File: config.mk
export PLATFORM = sky130hd
export DESIGN_NAME = asp_core
export DESIGN_NICKNAME = d
export VERILOG_FILES = /design/src/core/asp_brg.v /design/src/core/asp_core.v
export VERILOG_INCLUDE_DIRS = /design/src /design/src/inc
export SDC_FILE = /design/constraint.sdc
export NUM_CORES = 1
export LEC_CHECK = 0
export ABC_AREA = 1
export ABC_CLOCK_PERIOD_IN_PS = 1700
export BUFFER_PORTS_ARGS = -buffer_cell sky130_fd_sc_hd__buf_2
export CAP_MARGIN = 20
export CORE_MARGIN = 3
export CORE_UTILIZATION = 38
export DETAILED_ROUTE_END_ITERATION = 7
export SKIP_CTS_REPAIR_TIMING = 1
export SLEW_MARGIN = 40
export SYNTH_ARGS = -nofsm -noshare
export SYNTH_HDL_FRONTEND = slang
export SYNTH_SLANG_ARGS = --single-unit
File: constraint.sdc
create_clock -name clk -period 1.7 [get_ports clk]
set_clock_uncertainty 0.1 [all_clocks]
set_input_delay 0.17 -clock clk [delete_from_list [all_inputs] [get_ports clk]]
set_output_delay 0.17 -clock clk [all_outputs]
set_load 0.01 [all_outputs]
File: src/inc/asp_regs.vh
// constants for the async serial port core: field positions, reset values
// and bit timing counts; plain defines, no logic
`ifndef ASP_REGS_VH
`define ASP_REGS_VH

// multinode mode field positions
`define ASP_MN_NINTH_BIT 0
`define ASP_MN_ADDR_CMP 1

// oversampling: sixteen baud ticks per bit period
`define ASP_OSR_LAST 4'hF
`define ASP_OSR_MID 4'h7
// infrared pulse width in baud ticks (three sixteenths of a bit)
`define ASP_IR_PULSE 4'h3
// infrared decoder hold time in baud ticks
`define ASP_IR_HOLD 5'h10

// reset values
`define ASP_RST_BYTE 8'h00
`define ASP_RST_BAUD 16'h0000
`define ASP_RST_PHASE 4'h0
`define ASP_RST_BITS 3'h0

`endif

File: src/core/asp_brg.v
// baud generator: 16-bit down counter with reload, one tick per wrap
// assumes reload is held stable by the owner; a reload of 0 acts as 1
`timescale 1ns/10ps
`include "asp_regs.vh"

module asp_brg (
   input wire clk,
   input wire rst,
   input wire ce,
   input wire [15:0] reload,
   output reg [15:0] count_q,
   output reg tick_q
);

   always @(posedge clk) begin
      if (rst) begin
         count_q <= `ASP_RST_BAUD;
         tick_q <= 1'b0;
      end else if (ce) begin
         // wrap at one so the period is exactly reload clocks
         if (count_q <= 16'h0001) begin
            count_q <= reload;
            tick_q <= 1'b1;
         end else begin
            count_q <= count_q - 16'h0001;
            tick_q <= 1'b0;
         end
      end
   end

endmodule // asp_brg

File: src/core/asp_core.v
// async serial port core: transmitter, receiver, baud generator hookup,
// parity, nine-bit multinode addressing, driver enable and infrared path
// assumes config ports are steady during a character and rxd is
// synchronous to clk
//
// How it works
// - characters carry eight data bits, least significant bit first.
// - with parity on outside nine-bit mode, a parity bit of the chosen sense follows the data.
// - a low start bit opens each character and one or two high stops end it.
// - in nine-bit mode the ninth bit sent is the ninth-bit transmit value.
// - driver enable is active high when its polarity bit is 0, else low.
// - receiver off and baud control 1 raise an irq at each count to zero.
// - baud control 0 shows the reload value and raises no zero irq.
// - receiver on and baud control 1 show the live down count.
// - high and low count bytes are sampled each on its own, no latching.
// - irq select 0 flags data, errors and baud zero; select 1 flags errors and baud zero, not data.
// - infrared enable routes both directions through the ir codec.
// - with address compare set, only matching addresses pass data and the data irq; frame errors still raise irq.
// - one bit lasts divisor times sixteen clocks.
// - the receiver irq pending output is 1 while a request waits.
`timescale 1ns/10ps
`include "asp_regs.vh"

module asp_core (
   input wire clk,
   input wire rst,
   input wire ce,
   input wire rx_enable,
   input wire parity_enable,
   input wire parity_odd,
   input wire two_stop,
   input wire [1:0] multinode_mode_field,
   input wire ninth_bit_tx_value,
   input wire driver_enable_polarity,
   input wire baud_gen_control,
   input wire rx_data_irq_select,
   input wire infrared_codec_enable,
   input wire [7:0] node_address,
   input wire [15:0] baud_reload,
   input wire [7:0] tx_data,
   input wire tx_valid,
   output reg tx_ready_q,
   input wire rx_ack,
   input wire irq_clear,
   input wire rxd,
   output reg txd_q,
   output reg line_driver_enable_q,
   output reg [7:0] rx_data_q,
   output reg rx_data_available_q,
   output reg rx_ninth_q,
   output reg rx_parity_err_q,
   output reg rx_frame_err_q,
   output reg rx_overrun_q,
   output reg serial_rx_irq_pending_q,
   output reg [7:0] baud_read_hi_q,
   output reg [7:0] baud_read_lo_q
);

   localparam S_IDLE = 5'b00001;
   localparam S_START = 5'b00010;
   localparam S_DATA = 5'b00100;
   localparam S_NINTH = 5'b01000;
   localparam S_STOP = 5'b10000;

   function par_bit;
      input [7:0] data;
      input odd;
      begin
         par_bit = (^data) ^ odd;
      end
   endfunction

   wire [15:0] brg_count;
   wire tick;
   wire mode9 = multinode_mode_field[`ASP_MN_NINTH_BIT];
   wire addr_cmp = multinode_mode_field[`ASP_MN_ADDR_CMP];
   wire has_ninth = mode9 | parity_enable;

   asp_brg u_brg (
      .clk(clk),
      .rst(rst),
      .ce(ce),
      .reload(baud_reload),
      .count_q(brg_count),
      .tick_q(tick)
   );

   // =====================================================
   // transmitter
   reg [4:0] tx_st_q;
   reg [3:0] tx_ph_q;
   reg [2:0] tx_bits_q;
   reg [7:0] tx_sh_q;
   reg [7:0] tx_hold_q;
   reg tx_ninth_q;
   reg tx_stop2_q;
   reg tx_bit;
   reg tx_busy_d;
   wire tx_take = tx_valid & tx_ready_q;
   wire tx_bit_end = tick & (tx_ph_q == `ASP_OSR_LAST);
   wire tx_load = (tx_st_q == S_IDLE) & ~tx_ready_q;
   wire tx_last_stop = (tx_st_q == S_STOP) & tx_bit_end & ~tx_stop2_q;

   always @* begin
      case (tx_st_q)
         S_IDLE: tx_bit = 1'b1;
         S_START: tx_bit = 1'b0;
         S_DATA: tx_bit = tx_sh_q[0];
         S_NINTH: tx_bit = tx_ninth_q;
         S_STOP: tx_bit = 1'b1;
         default: tx_bit = 1'b1;
      endcase
      // busy until the final stop of the last queued character
      tx_busy_d = (tx_st_q != S_IDLE) | ~tx_ready_q;
      if (tx_last_stop & tx_ready_q & ~tx_valid)
         tx_busy_d = 1'b0;
   end

   always @(posedge clk) begin
      if (rst) begin
         tx_st_q <= S_IDLE;
         tx_ph_q <= `ASP_RST_PHASE;
         tx_bits_q <= `ASP_RST_BITS;
         tx_sh_q <= `ASP_RST_BYTE;
         tx_hold_q <= `ASP_RST_BYTE;
         tx_ninth_q <= 1'b0;
         tx_stop2_q <= 1'b0;
         tx_ready_q <= 1'b1;
         txd_q <= 1'b1;
         line_driver_enable_q <= 1'b0;
      end else if (ce) begin
         if (tx_take) begin
            tx_hold_q <= tx_data;
            tx_ready_q <= 1'b0;
         end
         if (tick)
            tx_ph_q <= tx_ph_q + 4'h1;
         case (tx_st_q)
            S_IDLE: begin
               tx_ph_q <= `ASP_RST_PHASE;
               if (tx_load) begin
                  tx_sh_q <= tx_hold_q;
                  // ninth bit wins over parity in nine-bit mode
                  tx_ninth_q <= mode9 ? ninth_bit_tx_value :
                     par_bit(tx_hold_q, parity_odd);
                  tx_ready_q <= 1'b1;
                  tx_st_q <= S_START;
               end
            end
            S_START: begin
               tx_bits_q <= `ASP_RST_BITS;
               if (tx_bit_end)
                  tx_st_q <= S_DATA;
            end
            S_DATA: begin
               if (tx_bit_end) begin
                  tx_sh_q <= {1'b0, tx_sh_q[7:1]};
                  tx_bits_q <= tx_bits_q + 3'h1;
                  if (tx_bits_q == 3'h7) begin
                     tx_st_q <= has_ninth ? S_NINTH : S_STOP;
                     tx_stop2_q <= two_stop;
                  end
               end
            end
            S_NINTH: begin
               if (tx_bit_end)
                  tx_st_q <= S_STOP;
            end
            S_STOP: begin
               if (tx_bit_end) begin
                  tx_stop2_q <= 1'b0;
                  if (~tx_stop2_q) begin
                     // chain straight into the queued byte, no idle gap
                     if (~tx_ready_q | tx_valid) begin
                        tx_sh_q <= tx_ready_q ? tx_data : tx_hold_q;
                        tx_ninth_q <= mode9 ? ninth_bit_tx_value :
                           par_bit(tx_ready_q ? tx_data : tx_hold_q,
                           parity_odd);
                        tx_ready_q <= 1'b1;
                        tx_st_q <= S_START;
                     end else begin
                        tx_st_q <= S_IDLE;
                     end
                  end
               end
            end
            default: tx_st_q <= S_IDLE;
         endcase
         // ir encoder: short high pulse for a zero, line low otherwise
         if (infrared_codec_enable)
            txd_q <= ~tx_bit & (tx_st_q != S_IDLE) &
               (tx_ph_q < `ASP_IR_PULSE);
         else
            txd_q <= tx_bit;
         line_driver_enable_q <= tx_busy_d ^ driver_enable_polarity;
      end
   end

   // =====================================================
   // infrared decoder
   // a received pulse marks a zero; hold low for one bit time so the
   // sampler at mid bit sees it, at the cost of one bit of latency jitter
   reg [4:0] ir_hold_q;
   wire rx_in = infrared_codec_enable ? (ir_hold_q == 5'h00) : rxd;

   always @(posedge clk) begin
      if (rst) begin
         ir_hold_q <= 5'h00;
      end else if (ce) begin
         if (rxd & infrared_codec_enable)
            ir_hold_q <= `ASP_IR_HOLD;
         else if (tick & (ir_hold_q != 5'h00))
            ir_hold_q <= ir_hold_q - 5'h01;
      end
   end

   // =====================================================
   // receiver
   reg [4:0] rx_st_q;
   reg [3:0] rx_ph_q;
   reg [2:0] rx_bits_q;
   reg [7:0] rx_sh_q;
   reg rx_ninth_bit_q;
   reg addr_match_q;
   reg rx_done;
   reg rx_accept;
   reg rx_perr;
   reg rx_ferr;
   reg rx_is_addr;
   wire rx_bit_end = tick & (rx_ph_q == `ASP_OSR_LAST);
   wire brg_zero_irq = tick & ~rx_enable & baud_gen_control;

   always @* begin
      rx_done = (rx_st_q == S_STOP) & rx_bit_end;
      rx_ferr = rx_done & ~rx_in;
      rx_is_addr = mode9 & rx_ninth_bit_q;
      rx_perr = rx_done & parity_enable & ~mode9 &
         (par_bit(rx_sh_q, parity_odd) != rx_ninth_bit_q);
      if (~addr_cmp)
         rx_accept = rx_done;
      else if (rx_is_addr)
         rx_accept = rx_done & (rx_sh_q == node_address);
      else
         rx_accept = rx_done & addr_match_q;
   end

   always @(posedge clk) begin
      if (rst) begin
         rx_st_q <= S_IDLE;
         rx_ph_q <= `ASP_RST_PHASE;
         rx_bits_q <= `ASP_RST_BITS;
         rx_sh_q <= `ASP_RST_BYTE;
         rx_ninth_bit_q <= 1'b0;
         addr_match_q <= 1'b0;
         rx_data_q <= `ASP_RST_BYTE;
         rx_data_available_q <= 1'b0;
         rx_ninth_q <= 1'b0;
         rx_parity_err_q <= 1'b0;
         rx_frame_err_q <= 1'b0;
         rx_overrun_q <= 1'b0;
         serial_rx_irq_pending_q <= 1'b0;
         baud_read_hi_q <= `ASP_RST_BYTE;
         baud_read_lo_q <= `ASP_RST_BYTE;
      end else if (ce) begin
         if (tick)
            rx_ph_q <= rx_ph_q + 4'h1;
         case (rx_st_q)
            S_IDLE: begin
               rx_ph_q <= `ASP_RST_PHASE;
               if (rx_enable & ~rx_in)
                  rx_st_q <= S_START;
            end
            S_START: begin
               rx_bits_q <= `ASP_RST_BITS;
               rx_ninth_bit_q <= 1'b0;
               // recheck at mid bit to reject glitches
               if (tick & (rx_ph_q == `ASP_OSR_MID)) begin
                  rx_ph_q <= `ASP_RST_PHASE;
                  rx_st_q <= rx_in ? S_IDLE : S_DATA;
               end
            end
            S_DATA: begin
               if (rx_bit_end) begin
                  rx_sh_q <= {rx_in, rx_sh_q[7:1]};
                  rx_bits_q <= rx_bits_q + 3'h1;
                  if (rx_bits_q == 3'h7)
                     rx_st_q <= has_ninth ? S_NINTH : S_STOP;
               end
            end
            S_NINTH: begin
               if (rx_bit_end) begin
                  rx_ninth_bit_q <= rx_in;
                  rx_st_q <= S_STOP;
               end
            end
            S_STOP: begin
               if (rx_bit_end)
                  rx_st_q <= S_IDLE;
            end
            default: rx_st_q <= S_IDLE;
         endcase
         if (~rx_enable)
            rx_st_q <= S_IDLE;
         if (rx_done & rx_is_addr & addr_cmp)
            addr_match_q <= (rx_sh_q == node_address);
         if (rx_accept) begin
            rx_data_q <= rx_sh_q;
            rx_ninth_q <= rx_ninth_bit_q;
         end
         // hardware set wins over a same-cycle clear
         if (rx_accept)
            rx_data_available_q <= 1'b1;
         else if (rx_ack)
            rx_data_available_q <= 1'b0;
         if (rx_accept & rx_data_available_q & ~rx_ack)
            rx_overrun_q <= 1'b1;
         else if (rx_ack)
            rx_overrun_q <= 1'b0;
         if (rx_done) begin
            rx_parity_err_q <= rx_perr;
            rx_frame_err_q <= rx_ferr;
         end
         if ((rx_accept & ~rx_data_irq_select) | rx_perr | rx_ferr |
            (rx_accept & rx_data_available_q & ~rx_ack) | brg_zero_irq)
            serial_rx_irq_pending_q <= 1'b1;
         else if (irq_clear)
            serial_rx_irq_pending_q <= 1'b0;
         // each byte follows the live count, or the reload when baud control is 0, on its own every cycle
         if (baud_gen_control) begin
            baud_read_hi_q <= brg_count[15:8];
            baud_read_lo_q <= brg_count[7:0];
         end else begin
            baud_read_hi_q <= baud_reload[15:8];
            baud_read_lo_q <= baud_reload[7:0];
         end
      end
   end

endmodule // asp_core

# --- After elaboration in Yosys (flattened, before gate mapping) ---
# Cells that the tools add are included.
word_totals:
  regBits: 107
  input_bits: 50
classes:
  add_sub_neg: 6
  n_lt_le_gt_ge: 2
  eq_ne: 34
  mux: 71
  bitwise: 49
  n_reduce_logical: 34
ops:
  columns: ["op", "count"]
  rows:
  - ["two-way mux 5 bit", 17]
  - ["two-way mux 8 bit", 8]
  - ["case mux 5 bit (5 select lines)", 2]
  - ["AND 1 bit", 29]
  - ["two-way mux 1 bit", 26]
  - ["case mux 8 bit (3 select lines)", 1]
  - ["XOR reduction 8 bit", 3]
  - ["nonzero test 2 bit", 10]
  - ["!= test 2 bit (second input constant)", 9]
  - ["!= test 3 bit (second input constant)", 6]
  - ["AND reduction 2 bit", 9]
  - ["<= comparator 16 x 1 -> 1 bit (second input constant)", 1]
  - ["two-way mux 16 bit", 1]
  - ["two-way mux 4 bit", 4]
  - ["subtractor 16 x 1 -> 16 bit (second input constant)", 1]
  - ["AND reduction 7 bit", 2]
  - ["case mux 3 bit (2 select lines)", 2]
  - ["AND reduction 3 bit", 4]
  - ["== test 5 x 1 -> 1 bit (second input constant)", 2]
  - ["== test 5 x 2 -> 1 bit (second input constant)", 2]
  - ["== test 5 x 3 -> 1 bit (second input constant)", 2]
  - ["== test 5 x 4 -> 1 bit (second input constant)", 2]
  - ["== test 5 bit (second input constant)", 2]
  - ["two-way mux 3 bit", 3]
  - ["24 further kinds", 48]

# --- Longest topological paths before layout ---
# Gate-level depths: netlist of run 1.
depth:
  depth_word: 13
  ltp_mapped: 13

# --- By module ---
# Synthesis of run 1 repeated with hierarchy kept, for this count alone.
unflattened:
  hier_cells: 900
  area_unflattened_um2: 6075.8
modules_own_cells:
  columns: ["mod", "instances", "cells_each", "area_each_um2", "seq_area_each_um2"]
  rows:
  - ["asp_core", 1, 703, 4862.2, 1801.7]
  - ["asp_brg", 1, 197, 1213.7, 340.3]

# --- Worst setup path after synthesis of run 1 ---
# No wires, ideal clock.
synth_timing:
  path_type: "register to register"
  startpoint: "register tx_ph_q[0]"
  endpoint: "register tx_sh_q[5]"
  setup_ps: 117
  t_arrival_ps: 1550
  required_time_ps: 1483
  path_slack_ps: -67
  stages_incl_launch_ff: 12
  path_buffers: 1
  synth_period_minus_slack_ps: 1767
  cell_sequence: "dfxtp_1 ha_1 nand3_1 nor2_2 nand2_1 nand2_1 nand2_1 nor2_1 nand2_1 buf_4 o21ai_1 a21oi_1"
synth_between:
  elab_chain_cells: 4
  word_cells_on_any_way: 5
  cone_classes: "eq/ne (3); bitwise (1); reduce/logical (1)"
synth_rtl:
  columns: ["item", "line", "rtl"]
  rows:
  - ["start, declared", "asp_core.v:91", "reg [3:0] tx_ph_q;"]
  - ["start signal, assigned", "asp_core.v:122", "tx_ph_q <= `ASP_RST_PHASE;"]
  - ["start signal, assigned", "asp_core.v:137", "tx_ph_q <= tx_ph_q + 4'h1;"]
  - ["start signal, assigned", "asp_core.v:140", "tx_ph_q <= `ASP_RST_PHASE;"]
  - ["== test 4 bit (no line) (*)", null, null]
  - ["AND 1 bit (*)", "asp_core.v:100", "wire tx_bit_end = tick & (tx_ph_q == `ASP_OSR_LAST);"]
  - ["!= test 2 bit (no line)", null, null]
  - ["AND reduction 7 bit (no line) (*)", null, null]
  - ["end signal, assigned", "asp_core.v:124", "tx_sh_q <= `ASP_RST_BYTE;"]
  - ["end signal, assigned", "asp_core.v:142", "tx_sh_q <= tx_hold_q;"]
  - ["end signal, assigned", "asp_core.v:157", "tx_sh_q <= {1'b0, tx_sh_q[7:1]};"]
  - ["end, declared", "asp_core.v:93", "reg [7:0] tx_sh_q;"]
# Every way passes the cells marked *; elsewhere a longest branch is shown, timed or not.
# A chain may end at the register's enable or synchronous reset.

# --- Final worst setup path of run 1 ---
layout_timing:
  startpoint: "register tx_st_q[2]"
  endpoint: "register tx_sh_q[3]"
layout_between:
  elab_chain_cells: 4
  word_cells_on_any_way: 12
  cone_classes: "eq/ne (8); mux (1); bitwise (1); reduce/logical (2)"
layout_rtl:
  columns: ["item", "line", "rtl"]
  rows:
  - ["start, declared", "asp_core.v:90", "reg [4:0] tx_st_q;"]
  - ["start signal, assigned", "asp_core.v:160", "tx_st_q <= has_ninth ? S_NINTH : S_STOP;"]
  - ["== test 5 x 1 -> 1 bit", "asp_core.v:101, asp_core.v:138", null]
  - ["AND 1 bit", "asp_core.v:101", "wire tx_load = (tx_st_q == S_IDLE) & ~tx_ready_q;"]
  - ["!= test 2 bit (no line)", null, null]
  - ["AND reduction 7 bit (no line)", null, null]
# Parallel ways exist; a longest one is shown, timed or not.

==> results of run 1 <==
## where the power goes
group          total [mW]  switching, mW  internal, mW
registers            3.24          0.313          2.92
logic                4.94           2.73          2.21
clock network        2.29          0.995          1.29
total                10.5           4.04          6.43
## state kept, by name, indices dropped and copies added (netlist names), 8 cells and up
signal and count:
baud_read_hi_q 8, baud_read_lo_q 8, rx_data_q 8, rx_sh_q 8, tx_hold_q 8, tx_sh_q 8
u_brg.count_q 16
## cells by family (layout without fill, tap and decap cells)
| logic type | count (synthesis) | count (layout) | synth area share |
|---|---|---|---|
| AOI/OAI and AO/OA | 219 | 219 | 0.219 |
| xor gates and xnor gates | 27 | 27 | 0.0403 |
| adders and majority gates | 10 | 10 | 0.0213 |
| buffers and inverters | 156 | 335 | 0.105 |
| DFF | 107 | 107 | 0.365 |
| and+or+nand+nor | 350 | 351 | 0.250 |
## Yosys cell counts, drive strengths merged, types with 8 or more instances
cell type  instances
nor3              11
o21ai             75
xnor2             13
o221ai             8
a21oi             79
dfxtp            107
o211ai            28
buf               15
ha                10
nand2            192
nand4              9
nor2              86
clkbuf            17
nand3             40
a211oi            14
inv              124
xor2              14
## worst reg2reg max path: stages, from the launching register on
cell      delay (ns)
dfxtp_2         0.34
nor2_4          0.12
nand4_1         0.22
inv_1           0.16
nor2_2          0.07
nor3_2          0.15
buf_4           0.16
nand2_4         0.09
inv_4           0.08
nor2_1          0.05
a211oi_2        0.17
## through the flow
step           hold WS, ns  std cells
5_1_grt            0.00456       1233
3_3_place_gp         0.334       1190
2_1_floorplan        0.225        869
3_5_place_dp         0.338       1190
6_report          -0.00532       1233
4_1_cts            -0.0180       1206
## final cells by class
type	count	area, um^2	share of cell area
repair buffers	195	1400	0.171
clock inverters	5	77.6	0.00948
inverters	124	473	0.0578
well taps	184	230	0.0281
flip-flops and latches	107	2180	0.266
clock buffers	11	233	0.0284
multi-input cells	607	3590	0.439
## worst paths after layout
check | from | to | slack (ns) | depth (start not counted)
max | tx_st_q[2] | tx_sh_q[3] | -0.09 | 10
min | baud_reload[8] | u_brg.count_q[8] | -0.005 | 3
max reg2reg | tx_st_q[2] | tx_sh_q[3] | -0.09 | 10
min reg2reg | addr_match_q | addr_match_q | 0.35 | 2
## layer usage
metal	vias to the layer above	GRT usage	part of all wire
li1	3236	-	-
met4	0	0.0727	0.018
met1	2814	0.258	0.47
met3	21	0.0319	0.041
met5	-	0	0
met2	114	0.307	0.47
==> flow_summary.toml, run 1 <==
[cts]
path_clk_slew_ns = 0.07
cts_made_buffers = 9
clock_sinks = 107
root_buffer = "clkbuf_16"
clk_latency_ns = 0.36
cts_tree = "yes"
htreeDepth = 3
clock_path_buffers = 2

[yosys]
synthArstFlopShare = 0
synth_edf_count = 0
netlist_area_um2 = 5870
ys.warnings.count = 0
ys_seq_area_frac = 0.365
ys.flop_type = "dfxtp_1"
avgSynthCellArea_um2 = 6.75
ys_ff_latch = 107
synthCells = 869
synthesis.nets = 929
synth_area_leaders = "dfxtp_1 37%, nand2_1 12%, inv_1 7.4%"
ys_types = 42
yosysTopAreaCell = "dfxtp_1"
synth_top_area_frac = 0.365

[floorplan]
dieArea_um2 = 17000
start_util = 0.396
ioPinCount = 83
core_um2 = 14800
die_h_um = 130
fp.dieW_um = 130
rows = 44

[global_routing]
grt_pass1_vias = 5648
grt_usage = 0.191
grt-ovfl-total = 0
grt_pass1_wl_um = 26200
antenna_found_initial = 0
grt_max_degree = 47

[setup_path]
worstPathArrival_ns = 1.97
cp-start-kind = "register"
crit_buf_inv = 3
path_class = "reg2reg"
cp_slowest_cell = "dfxtp_2"
worstPathRequired_ns = 1.88
worstPathMaxFanout = 6
worst_path_dominant_cell_family = "simple AND/OR/NAND/NOR gates"
end_kind = "register"
max_stage_delay_ns = 0.34
path_cells = "nor2_4 -> nand4_1 -> inv_1 -> nor2_2 -> nor3_2 -> buf_4 -> nand2_4 -> inv_4 -> nor2_1 -> a211oi_2"

[cells_and_area]
stdcell_area_um2 = 8190
area_growth_pct = 39.5
drive_gt1_frac = 0.338
antennaDiodeCount = 0
final_util = 0.553
final_common_cell = "nand2_1"
final_nets = 1104
fillers = 1439
final_cell_mix = "173 x nand2_1, 99 x inv_1, 97 x buf_4, 83 x buf_2, 80 x dfxtp_1"

[route]
wl_per_cell_um = 13.7
ant_nets = 0
drc_errors = 0
vias = 6185
routed_wirelength_um = 16900
drt_iter0_drc = 291
drt-pass1-iter-count = 5
avgViaCountPerCell = 5.02

[timing]
slew_violations = 0
layout_setup_ws_ns = -0.0863
hold_viol_final = 2
fin_crit_ns = 1.79
tightestPinTransition_ns = 0.438
setup_tns_ns = -0.612
fmax_mhz = 560
setup_viol = 20
finalCritPeriodShare = 1.05
max_slew_margin = 0.708
rsz0062_at_grt = "yes"
fin_hold_ws_ns = -0.00532

[status]
violations = "hold timing, setup timing"
outcome = "finished with violations"

[job]
maxCapViolCount = 0

[power]
leakagePower_nw = 3.78
ir_drop_uv = 774
powerDensity_nw_per_um2 = 1280
p_total_mw = 10.5

[placement]
io_buffers = 82
dp_slack_ns = -0.151
place_congestion = 0.820
placed_area_um2 = 7110
dpl.hpwl_um = 11700

[hold_path]
hp-class = "in2reg"
Note: power is estimated with default switching activity, not from simulation.
==> inputs of run 2 (changes only) <==
- CELL_PAD_IN_SITES_DETAIL_PLACEMENT: unset -> 2
- CELL_PAD_IN_SITES_GLOBAL_PLACEMENT: unset -> 2
- CORE_UTILIZATION: 38 -> 29
- PLACE_DENSITY_LB_ADDON: unset -> 0.1
==> run 2 against run 1 <==
  * Power grew 19%
  * Clock-buffer cell count is the same
  * Die area grew 30%
  * Largest cell class unchanged
  * Hold slack lost 0.023 ns
  * First-iteration DRC count shrank 24%
  * Combinational power grew 43%
  * Cell area grew 9.2%
  * The run still ends with hold timing, setup timing left
  * Utilization shrank 9.8 points
  * Cell count grew 9.2%
  * Register-to-register slack lost 0.13 ns
==> flow_summary.toml, run 2 (synthesis results as in run 1) <==
[status]
outcome = "finished with violations"
violations = "hold timing, setup timing"

[setup_path]
crit_buf_inv = 3
max_stage_delay_ns = 0.37
path_cells = "ha_4 -> nand3_4 -> nor2_4 -> buf_4 -> a21oi_2 -> nor3_2 -> buf_4 -> buf_4 -> nand4_1 -> a21oi_1"
worst_path_dominant_cell_family = "simple AND/OR/NAND/NOR gates"
worstPathArrival_ns = 2.11
crit_path_frequent_cell = "buf_4"
cp-start-kind = "register"
cp_slowest_cell = "dfxtp_2"
worstPathRequired_ns = 1.90
end_kind = "register"
worstPathMaxFanout = 3
path_class = "reg2reg"

[cts]
cts_made_buffers = 9
path_clk_slew_ns = 0.08
clock_sinks = 107
clock_path_buffers = 2
root_buffer = "clkbuf_16"
cts_tree = "yes"
clk_latency_ns = 0.37
htreeDepth = 3

[power]
leakagePower_nw = 3.99
powerDensity_nw_per_um2 = 1400
p_sw_frac = 0.437
clkPwrFrac = 0.170
seq_power_share = 0.265
p_int_mw = 7.03
p_sw_mw = 5.46
comb_power_share = 0.565
ir_drop_uv = 600

[timing]
setup_viol = 67
max_slew_margin = 0.766
tightestPinTransition_ns = 0.351
hold_viol_final = 3
finalCritPeriodShare = 1.13
rsz0062_at_grt = "yes"
layout_setup_ws_ns = -0.217
fin_crit_ns = 1.92
fmax_mhz = 522
fin_hold_ws_ns = -0.0280
slew_violations = 0

[cells_and_area]
final_cells = 1346
multi_input_area_um2 = 3970
largest_register_ffs = 16
top_register = "u_brg.count_q"
drive_gt1_frac = 0.416
final_nets = 1137
fillers = 2266
final_cell_mix = "160 x nand2_1, 112 x buf_4, 88 x inv_1, 88 x dfxtp_1, 84 x buf_2"
antennaDiodeCount = 0
final_util = 0.455
area_growth_pct = 52.3
final_common_cell = "nand2_1"
regArea_um2 = 2180

[route]
avgViaCountPerCell = 5.13
ant_nets = 0
vias = 6911
wl_per_cell_um = 21.0
routed_wirelength_um = 28300
drt-pass1-iter-count = 4
drc_errors = 0
drt_iter0_drc = 220

[floorplan]
start_util = 0.299
dieArea_um2 = 22000
ioPinCount = 83
die_h_um = 148
fp.dieW_um = 148
rows = 51
core_um2 = 19700

[placement]
io_buffers = 82
place_congestion = 0.860
dpl.hpwl_um = 17200
dp_cells = 1289

[global_routing]
grt-ovfl-total = 0
grt_max_degree = 61
grt_usage = 0.208
grt_pass1_wl_um = 37300
antenna_found_initial = 1
grt_pass1_vias = 7389

[hold_path]
hp-class = "in2reg"

[job]
maxCapViolCount = 0
## run 2: changes by cell type in the layout (fill, tap and decap cells not counted), sizes merged
cell         previous run  this run
buf                   192       226
bufinv                  2         0
clkinvlp                1         3
dlygate4sd3             1         0
inv                   124       123
## run 2: worst paths after layout
| check | from | end | slack, ns | depth (start not counted) |
|---|---|---|---|---|
| max reg2reg | tx_ph_q[0] | tx_st_q[3] | -0.22 | 10 |
| min reg2reg | addr_match_q | addr_match_q | 0.36 | 2 |
| min | baud_reload[10] | u_brg.count_q[10] | -0.03 | 3 |
| max | tx_ph_q[0] | tx_st_q[3] | -0.22 | 10 |
## run 2: cell type report
| class | count | area share |
|---|---|---|
| clock buffer | 11 | 0.0272 |
| inverter | 124 | 0.0549 |
| multi-input combinational | 607 | 0.444 |
| tap | 265 | 0.0371 |
| sequential | 107 | 0.244 |
| timing repair buffer | 228 | 0.190 |
| clock inverter | 4 | 0.00308 |
## run 2: power by group through the flow
stage          registers, mW  clock network [mW]  logic [mW]
6_report                3.31                2.13        7.06
5_1_grt                 3.35                2.27        7.65
4_1_cts                 3.16                2.13        4.52
3_5_place_dp            3.22                   0        4.47
3_3_place_gp            3.19                   0        4.18
2_1_floorplan           3.18                   0        2.46
## run 2: per-layer routing
layer,part of all wire,GRT usage
met4,0.021,0.0559
met3,0.021,0.0247
met1,0.40,0.242
met5,0.00046,0
met2,0.55,0.400
## run 2: worst register-to-register path, delay by kind of cell (launching register included)
kind / cells / cell delay [ns]
buffers and inverters: 3 / 0.47
and+or+nand+nor: 4 / 0.55
adders and majority gates: 1 / 0.16
AOI/OAI and AO/OA: 2 / 0.19
DFF: 1 / 0.37
## run 2: stage by stage
step	setup TNS (ns)	total power [mW]	area [um^2]	worst slack, ns	hold slack (ns)
after floorplan	0	5.63	5890	0.00786	0.225
after global placement	-2.70	7.37	7330	-0.118	0.329
after detailed placement	-10.29	7.69	7330	-0.322	0.346
after CTS	-13.03	9.82	7600	-0.350	-0.00901
after global routing	-13.10	13.3	8940	-0.309	0.00446
final	-5.22	12.5	8940	-0.217	-0.0280
